### config.mk
export PLATFORM = sky130hd
export DESIGN_NAME = amp_fault_protection_supervisor
export DESIGN_NICKNAME = d
export VERILOG_FILES = /design/src/rtl/fault_pkg.sv /design/src/rtl/amp_fault_protection_supervisor.sv /design/src/rtl/pin_sync.sv /design/src/rtl/fault_latch.sv
export VERILOG_INCLUDE_DIRS = /design/src /design/src/rtl
export SDC_FILE = /design/constraint.sdc
export NUM_CORES = 1
export LEC_CHECK = 0
export ABC_AREA = 1
export ABC_CLOCK_PERIOD_IN_PS = 2600
export BUFFER_PORTS_ARGS = -buffer_cell sky130_fd_sc_hd__buf_2
export CAP_MARGIN = 20
export CORE_AREA = 4 4 183 132
export CTS_BUF_LIST = sky130_fd_sc_hd__clkbuf_8
export CTS_CLUSTER_SIZE = 25
export DETAILED_ROUTE_END_ITERATION = 6
export DIE_AREA = 0 0 187 136
export PLACE_DENSITY = 0.64
export SETUP_SLACK_MARGIN = 0.15
export SLEW_MARGIN = 30
export SYNTH_ARGS = -nofsm -noshare
export SYNTH_HDL_FRONTEND = slang
export SYNTH_SLANG_ARGS = --single-unit
export TNS_END_PERCENT = 100
### constraint.sdc
create_clock -name clk_sys -period 2.6 [get_ports clk_sys]
set_input_delay 0.13 -clock clk_sys [delete_from_list [all_inputs] [get_ports clk_sys]]
set_output_delay 0.13 -clock clk_sys [all_outputs]
set_load 0.01 [all_outputs]
### src/rtl/amp_fault_cfg.svh
`ifndef AMP_FAULT_CFG_SVH
`define AMP_FAULT_CFG_SVH
// register byte offsets
`define OFF_CTRL      8'h00
`define OFF_FAULT_CLR 8'h04
`define OFF_STATUS    8'h08
`define OFF_IRQ_STAT  8'h0C
`define OFF_IRQ_EN    8'h10
`define OFF_IRQ_CLR   8'h14
// control register fields and reset value
`define CTRL_AMP_EN   0
`define CTRL_CLIP     1
`define CTRL_TSEL     2
`define CTRL_CSEL     4
`define CTRL_INSEL    6
`define CTRL_FS       8
`define CTRL_MASK     32'h0000_0F7F
`define CTRL_RESET    32'h0000_0800
// fault clear fields
`define CLR_THERM     0
`define CLR_CURR      1
// status register fields
`define ST_RATE       5
`define ST_FLOAT      7
// interrupt enable reset value
`define IRQ_EN_RESET  5'h00
// system clock rate
`define CLK_MHZ       100
`define CLK_KHZ       100000
// retry delays in their own units
`define OTP_T0_NS     4500
`define OTP_T1_MS     100
`define OTP_T2_S      1
`define OCP_T0_NS     4500
`define OCP_T1_NS     27500
`define OCP_T2_MS     10
// retry delays in cycles, least times round up
`define NS_TO_CYC(t)  (((t) * `CLK_MHZ + 999) / 1000)
`define OTP_T0_CYC    `NS_TO_CYC(`OTP_T0_NS)
`define OTP_T1_CYC    ((`OTP_T1_MS) * `CLK_MHZ * 1000)
`define OTP_T2_CYC    ((`OTP_T2_S) * `CLK_MHZ * 1000000)
`define OCP_T0_CYC    `NS_TO_CYC(`OCP_T0_NS)
`define OCP_T1_CYC    `NS_TO_CYC(`OCP_T1_NS)
`define OCP_T2_CYC    ((`OCP_T2_MS) * `CLK_MHZ * 1000)
// pwm rate limits and their periods in cycles
`define UFP_KHZ       96
`define OFP_KHZ       1031
`define UFP_PERIOD_CYC ((`CLK_KHZ + `UFP_KHZ - 1) / `UFP_KHZ)
`define OFP_PERIOD_CYC (`CLK_KHZ / `OFP_KHZ)
`endif

### src/rtl/fault_pkg.sv
package fault_pkg;
  // pwm rate family, codes for 256, 352.8 and 384 khz
  typedef enum logic [1:0] {
    PWM_256K  = 2'h0,
    PWM_352K8 = 2'h1,
    PWM_384K  = 2'h3
  } pwm_rate_e;
  // retry delay selection
  typedef enum logic [1:0] {
    RETRY_T0   = 2'h0,
    RETRY_T1   = 2'h1,
    RETRY_T2   = 2'h2,
    RETRY_NONE = 2'h3
  } retry_sel_e;
  // fault latch states
  typedef enum logic [1:0] {
    LATCH_IDLE = 2'h0,
    LATCH_HELD = 2'h1,
    LATCH_WAIT = 2'h3
  } latch_state_e;
endpackage

### src/rtl/amp_fault_protection_supervisor.sv
`include "amp_fault_cfg.svh"
// Contract
// clip select 0 smooth, 1 maximum power
// pwm rate follows sample rate family
// source gives supported bit clock ratio
// over temperature floats outputs, sets flag
// thermal clears by host or timer
// no recovery holds until off/on cycle; the code also releases it on a host clear
// over current floats outputs, sets flag
// current clears by host or timer
// no recovery holds until off/on cycle; the code also releases it on a host clear
// pwm below 96 khz floats, self restarts
// pwm above 1031 khz floats, self restarts
// each fault flag readable in status
// bad bit clock cuts audio, floats outputs
// ratio 16,32,48,64,128 within one accepted
// float output is or of faults; the code also floats it in off mode
module amp_fault_protection_supervisor #(
  parameter logic [31:0] OTP_T1_CYC = 32'(`OTP_T1_CYC),
  parameter logic [31:0] OTP_T2_CYC = 32'(`OTP_T2_CYC),
  parameter logic [31:0] OCP_T2_CYC = 32'(`OCP_T2_CYC)
) (
  // clock and reset
  input  logic        clk_sys,
  input  logic        reset_n,
  // apb slave
  input  logic [7:0]  paddr,
  input  logic        psel,
  input  logic        penable,
  input  logic        pwrite,
  input  logic [31:0] pwdata,
  output logic [31:0] prdata,
  output logic        pready,
  output logic        pslverr,
  // protection indications from the analog side
  input  logic        over_temp_pin,
  input  logic        over_current_pin,
  input  logic        pwm_clk_pin,
  // audio serial inputs, two channels
  input  logic [1:0]  sck_pin,
  input  logic [1:0]  ws_pin,
  // power stage and audio path controls
  output logic        outputs_float,
  output logic        audio_path_en,
  output logic        clip_ctrl_en,
  output logic [1:0]  pwm_rate,
  // interrupt
  output logic        irq
);
  localparam logic [10:0] UFP_CNT = 11'(`UFP_PERIOD_CYC - 1);
  localparam logic [10:0] OFP_CNT = 11'(`OFP_PERIOD_CYC - 1);
  localparam logic [7:0]  RATIOS [5] = '{8'h10, 8'h20, 8'h30, 8'h40, 8'h80};

  logic [31:0] ctrl;
  logic [4:0]  irq_status;
  logic [4:0]  irq_enable;
  logic [4:0]  faults;
  logic [4:0]  faults_prev;
  logic [6:0]  pins_s;
  logic        otp_s;
  logic        ocp_s;
  logic        pwm_s;
  logic [1:0]  sck_s;
  logic [1:0]  ws_s;
  logic        wr_en;
  logic        rd_setup;
  logic        ctrl_wr;
  logic        clr_wr;
  logic        mode_restart;
  logic        amp_enable;
  logic        input_select;
  logic        thermal_fault;
  logic        current_fault;
  logic        underrate_fault;
  logic        overrate_fault;
  logic        bad_bitclock_fault;
  logic        pwm_prev;
  logic        pwm_edge;
  logic [10:0] pwm_cnt;
  logic        sck_prev;
  logic        ws_prev;
  logic        sck_edge;
  logic        ws_edge;
  logic [7:0]  bclk_cnt;
  logic [3:0]  sample_rate_select;

  // pwm family of a sample rate code; codes 12 to 15 are unused
  function automatic fault_pkg::pwm_rate_e fs_family(input logic [3:0] fs);
    case (fs)
      4'h0, 4'h3, 4'h6, 4'h9: fs_family = fault_pkg::PWM_256K;
      4'h1, 4'h4, 4'h7, 4'hA: fs_family = fault_pkg::PWM_352K8;
      default:                fs_family = fault_pkg::PWM_384K;
    endcase
  endfunction

  // true when a bit clock count is within one of a valid ratio
  function automatic logic ratio_ok(input logic [7:0] c);
    ratio_ok = 1'b0;
    for (int i = 0; i < 5; i++) begin
      if (c + 8'h01 >= RATIOS[i] && c <= RATIOS[i] + 8'h01) begin
        ratio_ok = 1'b1;
      end
    end
  endfunction

  // true for an offset that the slave maps
  function automatic logic addr_ok(input logic [7:0] a);
    addr_ok = (a == `OFF_CTRL) || (a == `OFF_FAULT_CLR) || (a == `OFF_STATUS) ||
              (a == `OFF_IRQ_STAT) || (a == `OFF_IRQ_EN) || (a == `OFF_IRQ_CLR);
  endfunction

  // every pin goes through two flops before use
  pin_sync #(
    .W (7)
  ) u_sync (
    .clk_sys (clk_sys),
    .reset_n (reset_n),
    .d       ({over_temp_pin, over_current_pin, pwm_clk_pin, sck_pin, ws_pin}),
    .q       (pins_s)
  );
  assign {otp_s, ocp_s, pwm_s, sck_s, ws_s} = pins_s;

  // apb decode; reads are captured in setup, so no wait state is needed
  assign wr_en    = psel & penable & pwrite;
  assign rd_setup = psel & ~penable & ~pwrite;
  assign ctrl_wr  = wr_en & (paddr == `OFF_CTRL);
  assign clr_wr   = wr_en & (paddr == `OFF_FAULT_CLR);
  assign pready   = 1'b1;
  assign pslverr  = psel & penable & ~addr_ok(paddr);

  // control register
  always_ff @(posedge clk_sys or negedge reset_n) begin
    if (!reset_n) begin
      ctrl <= `CTRL_RESET;
    end else if (ctrl_wr) begin
      ctrl <= pwdata & `CTRL_MASK;
    end
  end

  // control fields
  assign amp_enable         = ctrl[`CTRL_AMP_EN];
  assign input_select       = ctrl[`CTRL_INSEL];
  assign sample_rate_select = ctrl[`CTRL_FS +: 4];
  assign clip_ctrl_en       = ~ctrl[`CTRL_CLIP];
  assign pwm_rate           = fs_family(sample_rate_select);

  // off to amplifier transition releases faults held without recovery
  assign mode_restart = ctrl_wr & pwdata[`CTRL_AMP_EN] & ~amp_enable;

  // thermal fault with its retry timer
  fault_latch #(
    .T0 (32'(`OTP_T0_CYC)),
    .T1 (OTP_T1_CYC),
    .T2 (OTP_T2_CYC)
  ) u_otp (
    .clk_sys      (clk_sys),
    .reset_n      (reset_n),
    .cause        (otp_s),
    .sel          (fault_pkg::retry_sel_e'(ctrl[`CTRL_TSEL +: 2])),
    .host_clear   (clr_wr & pwdata[`CLR_THERM]),
    .mode_restart (mode_restart),
    .fault        (thermal_fault)
  );

  // over-current fault with its retry timer
  fault_latch #(
    .T0 (32'(`OCP_T0_CYC)),
    .T1 (32'(`OCP_T1_CYC)),
    .T2 (OCP_T2_CYC)
  ) u_ocp (
    .clk_sys      (clk_sys),
    .reset_n      (reset_n),
    .cause        (ocp_s),
    .sel          (fault_pkg::retry_sel_e'(ctrl[`CTRL_CSEL +: 2])),
    .host_clear   (clr_wr & pwdata[`CLR_CURR]),
    .mode_restart (mode_restart),
    .fault        (current_fault)
  );

  // pwm clock edge detect on the synchronised level
  assign pwm_edge = pwm_s & ~pwm_prev;
  always_ff @(posedge clk_sys or negedge reset_n) begin
    if (!reset_n) begin
      pwm_prev <= 1'b0;
    end else begin
      pwm_prev <= pwm_s;
    end
  end

  // cycles since the last pwm edge; saturates so a stopped clock reads slow
  always_ff @(posedge clk_sys or negedge reset_n) begin
    if (!reset_n) begin
      pwm_cnt <= 11'h000;
    end else if (pwm_edge) begin
      pwm_cnt <= 11'h000;
    end else if (pwm_cnt != 11'h7FF) begin
      pwm_cnt <= pwm_cnt + 11'h001;
    end
  end

  // under-rate: period too long, or no edge for that long
  always_ff @(posedge clk_sys or negedge reset_n) begin
    if (!reset_n) begin
      underrate_fault <= 1'b0;
    end else if (pwm_edge) begin
      underrate_fault <= (pwm_cnt >= UFP_CNT);
    end else if (pwm_cnt >= UFP_CNT) begin
      underrate_fault <= 1'b1;
    end
  end

  // over-rate: period too short; released once a period runs long enough
  always_ff @(posedge clk_sys or negedge reset_n) begin
    if (!reset_n) begin
      overrate_fault <= 1'b0;
    end else if (pwm_edge) begin
      overrate_fault <= (pwm_cnt <= OFP_CNT);
    end else if (pwm_cnt > OFP_CNT) begin
      overrate_fault <= 1'b0;
    end
  end

  // bit and word clock edges of the selected channel
  assign sck_edge = sck_s[input_select] & ~sck_prev;
  assign ws_edge  = ws_s[input_select] & ~ws_prev;
  always_ff @(posedge clk_sys or negedge reset_n) begin
    if (!reset_n) begin
      sck_prev <= 1'b0;
      ws_prev  <= 1'b0;
    end else begin
      sck_prev <= sck_s[input_select];
      ws_prev  <= ws_s[input_select];
    end
  end

  // bit clocks per word period; an edge on the word edge opens the next period
  always_ff @(posedge clk_sys or negedge reset_n) begin
    if (!reset_n) begin
      bclk_cnt <= 8'h00;
    end else if (ws_edge) begin
      bclk_cnt <= sck_edge ? 8'h01 : 8'h00;
    end else if (sck_edge && bclk_cnt != 8'hFF) begin
      bclk_cnt <= bclk_cnt + 8'h01;
    end
  end

  // ratio judged once per word period; recovers by itself
  always_ff @(posedge clk_sys or negedge reset_n) begin
    if (!reset_n) begin
      bad_bitclock_fault <= 1'b0;
    end else if (ws_edge) begin
      bad_bitclock_fault <= ~ratio_ok(bclk_cnt);
    end
  end

  // fault vector as seen in status
  assign faults = {bad_bitclock_fault, overrate_fault, underrate_fault,
                   current_fault, thermal_fault};

  // any fault, or off mode, floats the stages
  assign outputs_float = ~amp_enable | (|faults);
  assign audio_path_en = amp_enable & ~bad_bitclock_fault;

  // rising fault edges are the interrupt events
  always_ff @(posedge clk_sys or negedge reset_n) begin
    if (!reset_n) begin
      faults_prev <= 5'h00;
    end else begin
      faults_prev <= faults;
    end
  end

  // sticky events; a new event wins over a clear in the same cycle
  always_ff @(posedge clk_sys or negedge reset_n) begin
    if (!reset_n) begin
      irq_status <= 5'h00;
    end else if (wr_en && paddr == `OFF_IRQ_CLR) begin
      irq_status <= (irq_status & ~pwdata[4:0]) | (faults & ~faults_prev);
    end else begin
      irq_status <= irq_status | (faults & ~faults_prev);
    end
  end

  // interrupt enable register
  always_ff @(posedge clk_sys or negedge reset_n) begin
    if (!reset_n) begin
      irq_enable <= `IRQ_EN_RESET;
    end else if (wr_en && paddr == `OFF_IRQ_EN) begin
      irq_enable <= pwdata[4:0];
    end
  end

  assign irq = |(irq_status & irq_enable);

  // read data captured in the setup cycle; write-only words read zero
  always_ff @(posedge clk_sys or negedge reset_n) begin
    if (!reset_n) begin
      prdata <= 32'h0000_0000;
    end else if (rd_setup) begin
      case (paddr)
        `OFF_CTRL:     prdata <= ctrl;
        `OFF_STATUS:   prdata <= {24'h00_0000, outputs_float, pwm_rate, faults};
        `OFF_IRQ_STAT: prdata <= {27'h000_0000, irq_status};
        `OFF_IRQ_EN:   prdata <= {27'h000_0000, irq_enable};
        default:       prdata <= 32'h0000_0000;
      endcase
    end
  end
endmodule

### src/rtl/pin_sync.sv
module pin_sync #(
  parameter int W = 1
) (
  // clock and reset
  input  logic         clk_sys,
  input  logic         reset_n,
  // asynchronous pins in, synchronised levels out
  input  logic [W-1:0] d,
  output logic [W-1:0] q
);
  logic [W-1:0] meta;

  // two flops; the first is read by the second only
  always_ff @(posedge clk_sys or negedge reset_n) begin
    if (!reset_n) begin
      meta <= '0;
      q    <= '0;
    end else begin
      meta <= d;
      q    <= meta;
    end
  end
endmodule

### src/rtl/fault_latch.sv
module fault_latch #(
  parameter logic [31:0] T0 = 32'h0000_0001,
  parameter logic [31:0] T1 = 32'h0000_0001,
  parameter logic [31:0] T2 = 32'h0000_0001
) (
  // clock and reset
  input  logic                  clk_sys,
  input  logic                  reset_n,
  // cause and recovery controls
  input  logic                  cause,
  input  fault_pkg::retry_sel_e sel,
  input  logic                  host_clear,
  input  logic                  mode_restart,
  // latched fault
  output logic                  fault
);
  fault_pkg::latch_state_e state;
  logic [31:0]             wait_cnt;
  logic [31:0]             delay;

  // retry delay of the selected setting
  always_comb begin
    unique case (sel)
      fault_pkg::RETRY_T0:   delay = T0;
      fault_pkg::RETRY_T1:   delay = T1;
      fault_pkg::RETRY_T2:   delay = T2;
      fault_pkg::RETRY_NONE: delay = T0;
    endcase
  end

  // a live cause always wins over any clear
  always_ff @(posedge clk_sys or negedge reset_n) begin
    if (!reset_n) begin
      state <= fault_pkg::LATCH_IDLE;
    end else begin
      unique case (state)
        fault_pkg::LATCH_IDLE: begin
          if (cause) state <= fault_pkg::LATCH_HELD;
        end
        fault_pkg::LATCH_HELD: begin
          if (cause) state <= fault_pkg::LATCH_HELD;
          else if (host_clear || mode_restart) state <= fault_pkg::LATCH_IDLE;
          else if (sel != fault_pkg::RETRY_NONE) state <= fault_pkg::LATCH_WAIT;
        end
        fault_pkg::LATCH_WAIT: begin
          if (cause) state <= fault_pkg::LATCH_HELD;
          else if (host_clear || mode_restart) state <= fault_pkg::LATCH_IDLE;
          // switching to no recovery mid-wait must keep the fault latched
          else if (sel == fault_pkg::RETRY_NONE) state <= fault_pkg::LATCH_HELD;
          else if (wait_cnt == 32'h0) state <= fault_pkg::LATCH_IDLE;
        end
        default: state <= fault_pkg::LATCH_IDLE;
      endcase
    end
  end

  // retry timer, loaded while the fault is held
  always_ff @(posedge clk_sys or negedge reset_n) begin
    if (!reset_n) begin
      wait_cnt <= 32'h0;
    end else if (state == fault_pkg::LATCH_HELD) begin
      wait_cnt <= delay - 32'h1;
    end else if (state == fault_pkg::LATCH_WAIT && wait_cnt != 32'h0) begin
      wait_cnt <= wait_cnt - 32'h1;
    end
  end

  assign fault = (state != fault_pkg::LATCH_IDLE);
endmodule

==> results.cfg <==
[routing]
wire_length_reported_by_the_detailed_router_mm = 23.37
remaining_drc_errors = 1
drt-wirelength-per-cell_um = 14.18
detail_route.first_pass.iterations = 7
antenna_violating_nets_post_route = 0
vias = 8221
drt_first_iter_violations = 767
route.detailed.vias_per_inst = 4.988

[setup_path]
worst_path_largest_cell_delay_ns = 0.42
timing.critical_path.from_type = flip-flop
crit_top_cell = inv_1
regToRegStartpoint = ctrl[4]$_DFFE_PN0N_
crit_path_top_delay_cell = dfrtp_1
timing.critical_path.cells = inv_1 > ha_1 > inv_1 > nand3_1 > nand2_1 > inv_1 > ha_1 > inv_1 > nor2_1 > nand2_2 > nor3_4 > nand3_1 > nand2_1 > nand2_1
critical_path_class = reg -> reg
worst_reg_to_reg_setup_slack_ns = 0.29
required_ns = 2.96
crit_path_max_fanout = 4
worst_r2r_path_depth = 14
crit-reg2reg-capture = u_ocp.wait_cnt[24]$_DFFE_PN0P_
timing.critical_path.arrival_ns = 2.67
endpoint_kind = flip-flop

[floorplanning]
std_cell_rows = 46
io_pins = 92
chipHeight_um = 136
die_area_um2 = 25430
chip_width_um = 187
starting_density_of_the_core_pct = 39.52
core_region_area_um2 = 22330

[clock_tree]
cts-root-buf = clkbuf_8
total_cts_buffers = 17
clock_tree_from_tritoncts = done
insertion_delay_ns = 0.47
ctsHtreeMaxLevel = 4
clk_pin_slew_worst_paths_ns = 0.09
clock_sink_count = 145
cts_buffer_depth = 2

[timing]
timing_hold_violations_final = 0
timing_worst_slew_pin_value_ns = 0.6294
max-slew-margin-rel_pct = 57.88
finalMaxSlewViolations = 0
max_freq_mhz = 433.5
smallest_hold_slack_ns = 0.05249
rsz0062_at_grt = yes
fin_worst_skew_ns = 0.01467
setup_viol = 0
min_period_over_period_pct = 88.73
final.setup.tns_ns = 0
post-route-min-period_ns = 2.307

[yosys]
postSynth.asyncResetShare_pct = 100.0
yosysWarningCount = 0
post-synth-top-area-cell = dfrtp_1
ys_types = 43
edff_count_synth = 0
dominant_cells_by_area_after_synthesis = dfrtp_1 (41%), nand2_1 (16%), nor2_1 (7.3%)
synth_top_area_share_pct = 40.83
yosys_most_used_dff = dfrtp_1
synth-seq-area-share_pct = 41.13
post_synthesis_instance_total = 1259
synth-seq-cells = 145
netlist_area_um2 = 8826
postSynthAreaPerCell_um2 = 7.010

[global_routing]
globalRouteOverflowTotal = 0
grt_max_degree = 60
grt_pass1_vias = 7396
grt_antenna_before_repair = 1
grt_pass1_wl_mm = 38.26
globalRouteTotalUtil_pct = 18.73

[place]
gp_congestion = 0.9336
place_hpwl_mm = 17.77
numPortBuffers = 49
placed_area_um2 = 9425

[pwr]
p_leak_nw = 5.387
max-vdd-ir-drop_uv = 477.1
power_after_layout_mw = 8.425
power-per-cell-area_nw_per_um2 = 837.0

[outcome]
status = complete, but fails checks
failing_checks = DRC

[worst_hold_path]
worstHoldStart = pwdata[3]
whs_path_depth = 3
whs_endpoint = irq_enable[3]$_DFFE_PN0P_
hp-class = in -> reg

[cells_and_area]
syn_to_final_growth_pct = 14.05
mostFrequentLayoutCell = nand2_1
layout.cells.most_common_list = nand2_1 (364), nor2_1 (171), inv_1 (162)
drive_gt1_share_pct = 11.92
finalNetCount = 1416
finish.instance_area_um2 = 10070

[flow_run]
timing.max_cap.violations = 0
==> stage by stage <==
| step | worst slack, ns | cells | util (%) |
|---|---|---|---|
| final | 0.2931 | 1648 | 45.08 |
| after CTS | 0.2368 | 1646 | 44.85 |
| after floorplan | 0.6194 | 1278 | - |
| after global routing | 0.1401 | 1648 | 45.08 |
| after global placement | 0.2881 | 1596 | 42.21 |
| after detailed placement | 0.2711 | 1596 | 42.21 |
==> kinds of logic (layout without fill, tap and decap cells) <==
kind of cell	after synthesis	after routing	share of synthesized area (%)
and+or+nand+nor	718	718	34.60
buffers and inverters	213	294	10.50
DFF	145	145	41.13
AOI/OAI and AO/OA	143	143	9.144
xor gates and xnor gates	20	20	1.985
adders and majority gates	18	18	2.552
other	2	22	0.08509
==> layer usage <==
layer	track usage [%]	vias to the layer above	wire, um
met5	0	-	0
met4	5.255	0	376
met3	5.390	21	1949
met2	25.76	280	9224
met1	28.42	3793	11820
li1	-	4127	-
==> worst max path at each step <==
stage,cells past startpoint,start,to,slack [ns]
2_1_floorplan,13,ctrl[2]$_DFFE_PN0N_,u_otp.wait_cnt[30]$_DFFE_PN0P_,0.62
3_3_place_gp,14,ctrl[4]$_DFFE_PN0N_,u_ocp.wait_cnt[24]$_DFFE_PN0P_,0.29
3_5_place_dp,14,ctrl[4]$_DFFE_PN0N_,u_ocp.wait_cnt[24]$_DFFE_PN0P_,0.27
4_1_cts,13,ctrl[2]$_DFFE_PN0N_,u_otp.wait_cnt[30]$_DFFE_PN0P_,0.24
5_1_grt,13,ctrl[2]$_DFFE_PN0N_,u_otp.wait_cnt[22]$_DFFE_PN0P_,0.14
6_report,14,ctrl[4]$_DFFE_PN0N_,u_ocp.wait_cnt[24]$_DFFE_PN0P_,0.29
==> sequential cells by signal, summed over array words and instances, names as in the netlist <==
name and flops:
u_otp.wait_cnt 32, sck_prev 1, u_sync.meta 7, u_ocp.wait_cnt 32
u_sync.q 7, pwm_prev 1, ctrl 11, irq_status 5
u_ocp.state 2, ws_prev 1, irq_enable 5, faults_prev 5
prdata 12, pwm_cnt 11, u_otp.state 2, underrate_fault 1
overrate_fault 1, bclk_cnt 8, bad_bitclock_fault 1
==> synthesized netlist by cell type (all sizes together), types with 2 or more instances <==
| master | n |
|---|---|
| nand3 | 103 |
| o21ai | 80 |
| or2 | 2 |
| nand2 | 377 |
| a211oi | 2 |
| xor2 | 17 |
| a21oi | 16 |
| clkbuf | 9 |
| o22ai | 12 |
| nor3 | 9 |
| dfrtp | 144 |
| a31oi | 15 |
| conb | 2 |
| nand3b | 3 |
| xnor2 | 3 |
| buf | 33 |
| nor3b | 2 |
| nand4 | 23 |
| o21bai | 3 |
| a22oi | 3 |
| nor2 | 196 |
| o211ai | 3 |
| and2 | 2 |
| inv | 169 |
| clkinv | 2 |
| ha | 18 |
| o31ai | 4 |
==> where the power goes <==
group	internal (mW)	switching (mW)
logic	1.12	2.53
clock network	0.922	0.976
registers	2.60	0.280
==> layout make-up <==
class | count | area, um^2
clock buffer | 19 | 261.5
multi-input combinational | 920 | 4383
clock inverter | 13 | 147.6
timing repair buffer | 91 | 636.9
sequential | 145 | 3632
tap | 288 | 360.3
antenna | 1 | 2.502
inverter | 171 | 641.9
fill | 2293 | 12270
==> repair_timing <==
item	CTS	global route
hold endpoints to repair	75	0
gates resized for setup	0	11
hold buffers	18	0
setup buffers	0	1
setup endpoints to repair	0	17
==> critical path, delay by kind of cell, from the launching register on <==
family	cells	cell delay, ns
buffers and inverters	4	0.29
and+or+nand+nor	8	1.17
DFF	1	0.42
adders and majority gates	2	0.33
(Power assumes the default switching activity.)
